==> config.mk <==
export PLATFORM = sky130hd
export DESIGN_NAME = sdo_output_ctrl
export DESIGN_NICKNAME = d
export VERILOG_FILES = /design/src/logic/sdo_pkg.sv /design/src/logic/sdo_output_ctrl.sv
export VERILOG_INCLUDE_DIRS = /design/src /design/src/logic
export SDC_FILE = /design/constraint.sdc
export NUM_CORES = 1
export LEC_CHECK = 0
export ABC_AREA = 1
export BUFFER_PORTS_ARGS = -buffer_cell sky130_fd_sc_hd__clkbuf_2
export CAP_MARGIN = 20
export CORE_MARGIN = 10
export CORE_UTILIZATION = 30
export DETAILED_ROUTE_END_ITERATION = 10
export SKIP_CTS_REPAIR_TIMING = 1
export SYNTH_ARGS = -nofsm -noshare
export SYNTH_HDL_FRONTEND = slang
export SYNTH_SLANG_ARGS = --single-unit
==> constraint.sdc <==
create_clock -name clk_sys -period 1.9 [get_ports clk_sys]
set_input_delay 0.285 -clock clk_sys [delete_from_list [all_inputs] [get_ports clk_sys]]
set_output_delay 0.285 -clock clk_sys [all_outputs]
set_load 0.1 [all_outputs]
==> src/logic/sdo_defs.svh <==
// constants for the servo digital output control block
`ifndef SDO_DEFS_SVH
`define SDO_DEFS_SVH
`define SDO_SETUP_OFFSET   16'h3724
`define SDO_BRAKE_BIT      0
`define SDO_OUT1_BIT       16
`define SDO_SETUP_INIT_BIT 0
`define SDO_SETUP_RESET    16'h0000
`define SDO_WORD_RESET     32'h0000_0000
`endif

==> src/logic/sdo_pkg.sv <==
// types for the servo digital output control block
package sdo_pkg;
    // communication state of the fieldbus state machine
    typedef enum logic [3:0] {
        SDO_ESM_INIT   = 4'b0001,
        SDO_ESM_PREOP  = 4'b0010,
        SDO_ESM_SAFEOP = 4'b0100,
        SDO_ESM_OP     = 4'b1000
    } sdo_esm_t;
    // output follow state
    typedef enum logic [2:0] {
        SDO_ST_IDLE   = 3'b001,
        SDO_ST_FOLLOW = 3'b010,
        SDO_ST_CUT    = 3'b100
    } sdo_state_t;
endpackage

==> src/logic/sdo_output_ctrl.sv <==
// output control for brake and general output one
//
// How it works
// - value bit 0 set engages brake, cleared releases it.
// - value bit 16 set turns general output on, cleared off.
// - mask bit 0 enables brake output.
// - mask bit 16 enables general output.
// - masked-off general output is driven zero, except it holds on interception with setup bit 0 cleared.
// - setup bit 0 cleared holds output on interception, set clears it.
// - pre-operational or higher is established; brake follows value only if masked in.
// - leaving operational or returning to init intercepts; brake forced engaged.
// - after interception, follow resumes only on a value or mask write.
`timescale 1ns/1ps
`include "sdo_defs.svh"

module sdo_output_ctrl (
    input  wire logic             clk_sys,
    input  wire logic             rst_b,
    input  wire sdo_pkg::sdo_esm_t esm_state,
    input  wire logic             value_wr,
    input  wire logic [31:0]      value_wdata,
    input  wire logic             mask_wr,
    input  wire logic [31:0]      mask_wdata,
    input  wire logic             setup_wr,
    input  wire logic [15:0]      setup_wdata,
    output logic [31:0]           value_rdata,
    output logic [31:0]           mask_rdata,
    output logic [15:0]           setup_rdata,
    output logic                  comm_established,
    output logic                  comm_intercepted,
    output logic                  brake_engage,
    output logic                  general_output_one
);

    ////////////////////////////////////////////////////////////////////////////////
    // registers written by the master
    logic [31:0]         value_q;
    logic [31:0]         value_d;
    logic [31:0]         mask_q;
    logic [31:0]         mask_d;
    logic [15:0]         setup_q;
    logic [15:0]         setup_d;
    sdo_pkg::sdo_esm_t   esm_q;
    sdo_pkg::sdo_esm_t   esm_d;
    sdo_pkg::sdo_state_t st_q;
    sdo_pkg::sdo_state_t st_d;
    logic                brake_q;
    logic                brake_d;
    logic                out1_q;
    logic                out1_d;
    logic                est_flag_q;
    logic                est_flag_d;
    logic                cut_flag_q;
    logic                cut_flag_d;
    logic                est;
    logic                was_op;
    logic                cut_ev;
    logic                word_wr;

    // every write is stored whatever the communication state, so words sent before communication
    // is first up after reset take effect the moment it is established
    sdo_word_reg #(
        .WIDTH (32),
        .RESET (`SDO_WORD_RESET)
    ) i_value_reg (
        .clk_sys (clk_sys),
        .rst_b   (rst_b),
        .wr      (value_wr),
        .wdata   (value_wdata),
        .word_d  (value_d),
        .word_q  (value_q)
    );

    sdo_word_reg #(
        .WIDTH (32),
        .RESET (`SDO_WORD_RESET)
    ) i_mask_reg (
        .clk_sys (clk_sys),
        .rst_b   (rst_b),
        .wr      (mask_wr),
        .wdata   (mask_wdata),
        .word_d  (mask_d),
        .word_q  (mask_q)
    );

    sdo_word_reg #(
        .WIDTH (16),
        .RESET (`SDO_SETUP_RESET)
    ) i_setup_reg (
        .clk_sys (clk_sys),
        .rst_b   (rst_b),
        .wr      (setup_wr),
        .wdata   (setup_wdata),
        .word_d  (setup_d),
        .word_q  (setup_q)
    );

    ////////////////////////////////////////////////////////////////////////////////
    // communication state tracking
    assign est     = (esm_state != sdo_pkg::SDO_ESM_INIT);
    assign was_op  = (esm_q == sdo_pkg::SDO_ESM_OP);
    // leaving op drops process data, dropping to init drops service data
    assign cut_ev  = (was_op && esm_state != sdo_pkg::SDO_ESM_OP)
                   || (esm_q != sdo_pkg::SDO_ESM_INIT
                       && esm_state == sdo_pkg::SDO_ESM_INIT);
    assign word_wr = value_wr || mask_wr;

    always_comb begin
        st_d  = st_q;
        esm_d = esm_state;
        case (st_q)
            sdo_pkg::SDO_ST_IDLE: begin
                if (est) begin
                    st_d = sdo_pkg::SDO_ST_FOLLOW;
                end
            end
            sdo_pkg::SDO_ST_FOLLOW: begin
                if (cut_ev) begin
                    st_d = sdo_pkg::SDO_ST_CUT;
                end
            end
            sdo_pkg::SDO_ST_CUT: begin
                // interception wins over a write in the same cycle
                if (word_wr && !cut_ev && est) begin
                    st_d = sdo_pkg::SDO_ST_FOLLOW;
                end
            end
            default: st_d = sdo_pkg::SDO_ST_IDLE;
        endcase
    end

    ////////////////////////////////////////////////////////////////////////////////
    // output drive, computed from the next-state view so outputs track in one cycle
    // the brake is the safe state: every path that does not follow the words engages it
    always_comb begin
        brake_d    = 1'b1;
        out1_d     = 1'b0;
        est_flag_d = 1'b0;
        cut_flag_d = 1'b0;
        case (st_d)
            sdo_pkg::SDO_ST_FOLLOW: begin
                brake_d = mask_d[`SDO_BRAKE_BIT] ? value_d[`SDO_BRAKE_BIT] : 1'b1;
                out1_d  = mask_d[`SDO_OUT1_BIT] & value_d[`SDO_OUT1_BIT];
                est_flag_d = 1'b1;
            end
            sdo_pkg::SDO_ST_CUT: begin
                // setup is read in its next-value view so a write lands with the hold choice
                brake_d    = 1'b1;
                cut_flag_d = 1'b1;
                out1_d  = setup_d[`SDO_SETUP_INIT_BIT] ? 1'b0 : out1_q;
            end
            default: begin
                brake_d = 1'b1;
                out1_d  = 1'b0;
            end
        endcase
    end

    ////////////////////////////////////////////////////////////////////////////////
    // state registers
    always_ff @(posedge clk_sys or negedge rst_b) begin
        if (!rst_b) begin
            esm_q <= sdo_pkg::SDO_ESM_INIT;
            st_q  <= sdo_pkg::SDO_ST_IDLE;
        end else begin
            esm_q <= esm_d;
            st_q  <= st_d;
        end
    end

    // drive registers; out of reset the brake is engaged and the output is off
    always_ff @(posedge clk_sys or negedge rst_b) begin
        if (!rst_b) begin
            brake_q    <= 1'b1;
            out1_q     <= 1'b0;
            est_flag_q <= 1'b0;
            cut_flag_q <= 1'b0;
        end else begin
            brake_q    <= brake_d;
            out1_q     <= out1_d;
            est_flag_q <= est_flag_d;
            cut_flag_q <= cut_flag_d;
        end
    end

    ////////////////////////////////////////////////////////////////////////////////
    // outputs straight from flip-flops
    assign value_rdata        = value_q;
    assign mask_rdata         = mask_q;
    assign setup_rdata        = setup_q;
    assign comm_established   = est_flag_q;
    assign comm_intercepted   = cut_flag_q;
    assign brake_engage       = brake_q;
    assign general_output_one = out1_q;

endmodule // sdo_output_ctrl

////////////////////////////////////////////////////////////////////////////////
// one word written by the master: a write strobe loads it, otherwise it holds
module sdo_word_reg #(
    parameter int               WIDTH = 32,
    parameter logic [WIDTH-1:0] RESET = '0
) (
    input  wire logic             clk_sys,
    input  wire logic             rst_b,
    input  wire logic             wr,
    input  wire logic [WIDTH-1:0] wdata,
    output logic      [WIDTH-1:0] word_d,
    output logic      [WIDTH-1:0] word_q
);

    always_comb begin
        word_d = wr ? wdata : word_q;
    end

    always_ff @(posedge clk_sys or negedge rst_b) begin
        if (!rst_b) begin
            word_q <= RESET;
        end else begin
            word_q <= word_d;
        end
    end

endmodule // sdo_word_reg

==> results.sh, run 1 <==
export IMPL_skew_ns=0.004484
export IMPL_worstPathCellList="clkbuf_2"
export IMPL_crit_path_max_incr_delay_ns=0.52
export IMPL_drv_slew=0
export IMPL_cts_tree="done"
export IMPL_p_leak_uw=0.002600
export IMPL_cp_start_kind="flip-flop"
export IMPL_ant_nets=0
export IMPL_die_w_um=128.1
export IMPL_syn_area_sq_mm=0.003505
export IMPL_clk_pin_slew_ns=0.06
export IMPL_numCtsBuffers=9
export IMPL_hold_viol_final=0
export IMPL_synth_compound_area_share_pct=0.7854
export IMPL_syn_inst=300
export IMPL_use_met2_pct=17.26
export IMPL_die_area_sq_mm=0.01641
export IMPL_final_cell_mix="clkbuf_2, nand2_1, dfrtp_1, mux2_2, inv_1"
export IMPL_cts_sinks=91
export IMPL_grt_pass1_vias=2874
export IMPL_initialDrtViolationCount=121
export IMPL_drive_gt1_share_pct=51.56
export IMPL_rows=39
export IMPL_yosysSeqAreaShare_pct=65.08
export IMPL_htreeDepth=3
export IMPL_antenna_found_initial=0
export IMPL_p_switching_uw=2554
export IMPL_ys_ff_latch=91
export IMPL_yosys_area_share_simple_pct=15.35
export IMPL_path_buf_inv=1
export IMPL_fin_cells=624
export IMPL_core_sq_mm=0.01142
export IMPL_area_growth_pct=37.49
export IMPL_initial_core_util_pct=30.69
export IMPL_post_route_util_pct=42.20
export IMPL_synthTopCellsByArea="dfrtp_1, mux2_2, nand2_1, dfstp_2, buf_6"
export IMPL_fin_setup_tns_ns=0
export IMPL_synth_distinct_cells=21
export IMPL_p_comb_share_pct=34.3
export IMPL_diodes=0
export IMPL_power_share_clock_pct=28.8
export IMPL_slew_headroom_pct=60.01
export IMPL_cts_buffer_depth=2
export IMPL_crit_required_ns=1.62
export IMPL_crit_arrival_ns=1.30
export IMPL_max_freq_mhz=629.7
export IMPL_worstSetupPathType="flip-flop to output port"
export IMPL_globalRouteMet3Util_pct=5.790
export IMPL_layout_commonest_cell="clkbuf_2"
export IMPL_cap_viol_max_count=0
export IMPL_routed_wl_um=9025
export IMPL_finalCritPeriodShare_pct=83.59
export IMPL_drt_pass1_iterations=4
export IMPL_status="finished clean"
export IMPL_overflow=0
export IMPL_crit_fanout=1
export IMPL_setup_viol=0
export IMPL_dp_cells=608
export IMPL_syn_nets=389
export IMPL_muxShareOfSynthArea_pct=14.78
export IMPL_grt_max_degree=44
export IMPL_worst_slew_pin_slew_ns=0.5998
export IMPL_cp_slowest_cell="dfstp_2"
export IMPL_wl_per_cell_um=14.46
export IMPL_hold_ws_ns=0.06620
export IMPL_via_count=2652
export IMPL_p_seq_share_pct=36.9
export IMPL_p_per_area_mw_per_mm2=1279
export IMPL_finalCriticalPeriod_ns=1.588
export IMPL_grt_setup_unrepaired="no"
export IMPL_hold_path_class="input pin to flip-flop"
export IMPL_irDropWorstVdd_mv=0.6633
export IMPL_grt_busiest_layer="met2"
export IMPL_power_internal_uw=3608
export IMPL_io_buffer_count=172
export IMPL_layout_nets=566
export IMPL_place_gp_congestion=0.7443
export IMPL_ioPinCount=173
export IMPL_grt_pass1_wl_um=14480
export IMPL_post_dp_hpwl_um=7170
export IMPL_grt_usage_pct=11.00
export IMPL_root_buffer="clkbuf_16"
export IMPL_grtUsageMet1_pct=12.27
export IMPL_end_kind="output port"
export IMPL_crit_family="flip-flops"
export IMPL_synth_xor_area_share_pct=0
export IMPL_netlist_area_leader_share_pct=62.83
export IMPL_synth_top_family_by_area="simple AND/OR/NAND/NOR gates"
export IMPL_p_sw_share_pct=41.44
export IMPL_avgViaCountPerCell=4.250
export IMPL_remaining_drc_errors=0
export IMPL_yosys_area_share_adder_pct=0
export IMPL_clk_latency_ns=0.34
export IMPL_avgSynthCellArea_sq_um=11.68
export IMPL_yosys_warnings=0
export IMPL_yosysTopAreaCell="dfrtp_1"
export IMPL_die_h_um=128.1
==> cell families (layout without fill, tap and decap cells) <==
| family | count (synthesis) | after routing |
|---|---|---|
| buffers and inverters | 26 | 207 |
| muxes | 46 | 46 |
| AOI/OAI and AO/OA | 5 | 5 |
| and+or+nand+nor | 132 | 132 |
| DFF | 91 | 91 |
==> Yosys cell counts, drive strengths merged <==
library cell and count:
or2 1, nand3b 1, nor2 10, nor3 1, clkbuf 3, inv 13, nand2 113, buf 10
mux2 46, dfrtp 88, dfstp 3, o21ai 4, o31ai 1, nand3 6
==> path summary, 6_finish.rpt <==
kind / from / to / slack, ns / depth (start not counted)
worst max-delay path: brake_engage$_DFF_PN1_ / brake_engage / 0.31 / 1
worst min-delay path: esm_state[2] / esm_q[2]$_DFF_PN0_ / 0.07 / 1
worst max register to register: esm_q[0]$_DFF_PN1_ / general_output_one$_DFFE_PN0P_ / 0.68 / 9
worst min register to register: i_value_reg.word_q[27]$_DFFE_PN0P_ / i_value_reg.word_q[27]$_DFFE_PN0P_ / 0.47 / 2
max in group asynchronous: rst_b / i_setup_reg.word_q[5]$_DFFE_PN0P_ / 0.82 / 3
min in group asynchronous: rst_b / i_mask_reg.word_q[25]$_DFFE_PN0P_ / 0.49 / 2
==> power groups by stage <==
stage / sequential, uW / combinational, uW / clock, uW
finish: 2280 / 2110 / 1770
global route: 2300 / 2210 / 1930
CTS: 2280 / 2140 / 1840
detailed placement: 2310 / 2140 / 0
global placement: 2310 / 2120 / 0
floorplan: 3680 / 319 / 0
==> per-stage QoR <==
step	cell area [sq um]	setup slack, ns	total power, uW
2_1_floorplan	3505	0.4977	4003
3_3_place_gp	4513	0.4586	4430
3_5_place_dp	4513	0.4248	4446
4_1_cts	4808	0.2831	6258
5_1_grt	4818	0.2798	6438
6_report	4818	0.3118	6162
==> metal layers <==
metal,part of all wire [%],vias to the layer above
met5,0,-
met4,1.5,0
met3,11,10
met2,46,106
met1,41,1227
li1,-,1309
==> layout make-up <==
type / count / area [sq um]
Fill cell: 1103 / 6600
Sequential cell: 91 / 2281
Clock inverter: 2 / 35.03
Tap cell: 143 / 178.9
Multi-Input combinational cell: 183 / 1084
Clock buffer: 13 / 260.3
Timing Repair Buffer: 179 / 930.9
Inverter: 13 / 48.80
==> state kept, by name (all words and copies together) (netlist names), 3 cells and up <==
register            count
i_mask_reg.word_q      32
i_setup_reg.word_q     16
esm_q                   4
st_q                    3
i_value_reg.word_q     32
(Power assumes the default switching activity.)
==> inputs of run 2 (changes only) <==
==> constraint.sdc (replaced) <==
create_clock -name clk_sys -period 1.4 [get_ports clk_sys]
set_input_delay 0.21 -clock clk_sys [delete_from_list [all_inputs] [get_ports clk_sys]]
set_output_delay 0.21 -clock clk_sys [all_outputs]
set_load 0.1 [all_outputs]
==> run 2 against run 1 <==
  * Non-clock buffer count is 2 higher
  * Sequential power is 36% higher
  * Utilization is 2.5 points higher
  * Die area stayed put
  * Count of clock-buffer cells in the layout is 3 lower
  * Routed wire length is 2.6% higher
  * Register-to-register slack worse by 0.46 ns
  * Setup slack worse by 0.18 ns
==> results.sh, run 2 (synthesized netlist as in run 1, its figures left out) <==
export IMPL_status="finished clean"
export IMPL_cap_viol_max_count=0
export IMPL_io_buffer_count=172
export IMPL_hold_viol_final=0
export IMPL_place_ws_ns=0.2284
export IMPL_p_comb_share_pct=34.8
export IMPL_avgViaCountPerCell=4.247
export IMPL_root_buffer="clkbuf_16"
export IMPL_path_buf_inv=1
export IMPL_post_route_util_pct=44.74
export IMPL_r2r_cells=9
export IMPL_max_freq_mhz=786.5
export IMPL_crit_arrival_ns=1.06
export IMPL_antenna_found_initial=0
export IMPL_via_count=2663
export IMPL_die_h_um=128.1
export IMPL_initial_core_util_pct=30.69
export IMPL_crit_path_max_incr_delay_ns=0.56
export IMPL_grt_usage_pct=11.22
export IMPL_hold_path_class="input pin to flip-flop"
export IMPL_drv_slew=0
export IMPL_drive_gt1_share_pct=51.65
export IMPL_routed_wl_um=9264
export IMPL_drt_pass1_iterations=4
export IMPL_cp_start_kind="flip-flop"
export IMPL_crit_family="flip-flops"
export IMPL_place_gp_congestion=0.7229
export IMPL_worst_slew_pin_slew_ns=0.4807
export IMPL_hold_ws_ns=0.01494
export IMPL_layout_commonest_cell="nand2_1"
export IMPL_post_dp_hpwl_um=7255
export IMPL_skew_ns=0.008926
export IMPL_diodes=0
export IMPL_finalCriticalPeriod_ns=1.271
export IMPL_reg_largest_list="i_mask_reg.word_q x32, i_value_reg.word_q x32, i_setup_reg.word_q x16"
export IMPL_die_area_sq_mm=0.01641
export IMPL_p_per_area_mw_per_mm2=1718
export IMPL_power_total_uw=8778
export IMPL_area_growth_pct=45.77
export IMPL_setup_viol=0
export IMPL_cp_slowest_cell="dfstp_2"
export IMPL_end_kind="output port"
export IMPL_grt_pass1_vias=2885
export IMPL_p_seq_share_pct=35.3
export IMPL_power_internal_uw=5207
export IMPL_path_depth=1
export IMPL_ioPinCount=173
export IMPL_rows=39
export IMPL_layout_nets=568
export IMPL_worstPathCellList="buf_12"
export IMPL_remaining_drc_errors=0
export IMPL_htreeDepth=3
export IMPL_grt_setup_unrepaired="no"
export IMPL_slew_headroom_pct=67.96
export IMPL_grt_pass1_wl_um=14970
export IMPL_initialDrtViolationCount=88
export IMPL_clk_pin_slew_ns=0.07
export IMPL_irDropWorstVdd_mv=0.7629
export IMPL_power_share_clock_pct=29.8
export IMPL_grt_max_degree=92
export IMPL_die_w_um=128.1
export IMPL_wl_per_cell_um=14.78
export IMPL_clk_latency_ns=0.33
export IMPL_numCtsBuffers=9
export IMPL_cts_sinks=91
export IMPL_cts_tree="done"
export IMPL_finalCritPeriodShare_pct=90.82
export IMPL_fin_setup_tns_ns=0
export IMPL_crit_required_ns=1.19
export IMPL_p_sw_share_pct=40.68
export IMPL_p_switching_uw=3571
export IMPL_worstSetupPathType="flip-flop to output port"
export IMPL_p_leak_uw=0.002687
export IMPL_core_sq_mm=0.01142
export IMPL_crit_fanout=1
export IMPL_cts_buffer_depth=2
export IMPL_ant_nets=0
export IMPL_overflow=0
export IMPL_final_cell_mix="nand2_1, dfrtp_1, clkbuf_2, buf_4, mux2_2"
export IMPL_holdPathStages=1
export IMPL_fin_ws_ns=0.1286
run 2: path summary, 6_finish.rpt:
kind                                               startpoint                            endpoint  slack [ns]
max                                    brake_engage$_DFF_PN1_                        brake_engage        0.13
min                                              esm_state[1]                  esm_q[1]$_DFF_PN0_        0.01
max reg2reg                                esm_q[0]$_DFF_PN1_      general_output_one$_DFFE_PN0P_        0.22
min reg2reg                i_value_reg.word_q[27]$_DFFE_PN0P_  i_value_reg.word_q[27]$_DFFE_PN0P_        0.47
max in group asynchronous                               rst_b    i_value_reg.word_q[16]$_DFF_PN0_        0.56
min in group asynchronous                               rst_b   i_mask_reg.word_q[25]$_DFFE_PN0P_        0.47
run 2: layout make-up:
type / count / area (sq um)
clock inverter: 6 / 97.59
fill: 1111 / 6310
sequential: 91 / 2282
tap: 143 / 178.9
inverter: 13 / 48.80
timing repair buffer: 181 / 1189
multi-input combinational: 183 / 1084
clock buffer: 10 / 229.0
run 2: routing by layer:
| layer | wire length, um | GRT usage, % | vias to the layer above |
|---|---|---|---|
| met4 | 99 | 3.775 | 0 |
| met5 | 0 | 0 | - |
| li1 | - | - | 1310 |
| met1 | 3785 | 12.92 | 1224 |
| met3 | 1181 | 6.658 | 10 |
| met2 | 4197 | 16.99 | 119 |
run 2: through the flow:
step,instances,area [sq um]
final,627,5109
after global routing,627,5109
after CTS,623,5069
after detailed placement,607,4742
after global placement,607,4742
after floorplan,300,3506
run 2: power by group through the flow:
| stage | clock [uW] | sequential [uW] | combinational [uW] |
|---|---|---|---|
| after detailed placement | 0 | 3150 | 3090 |
| after global routing | 2810 | 3140 | 3200 |
| after global placement | 0 | 3150 | 3060 |
| after floorplan | 0 | 5000 | 434 |
| after CTS | 2720 | 3110 | 3090 |
| final | 2620 | 3100 | 3060 |
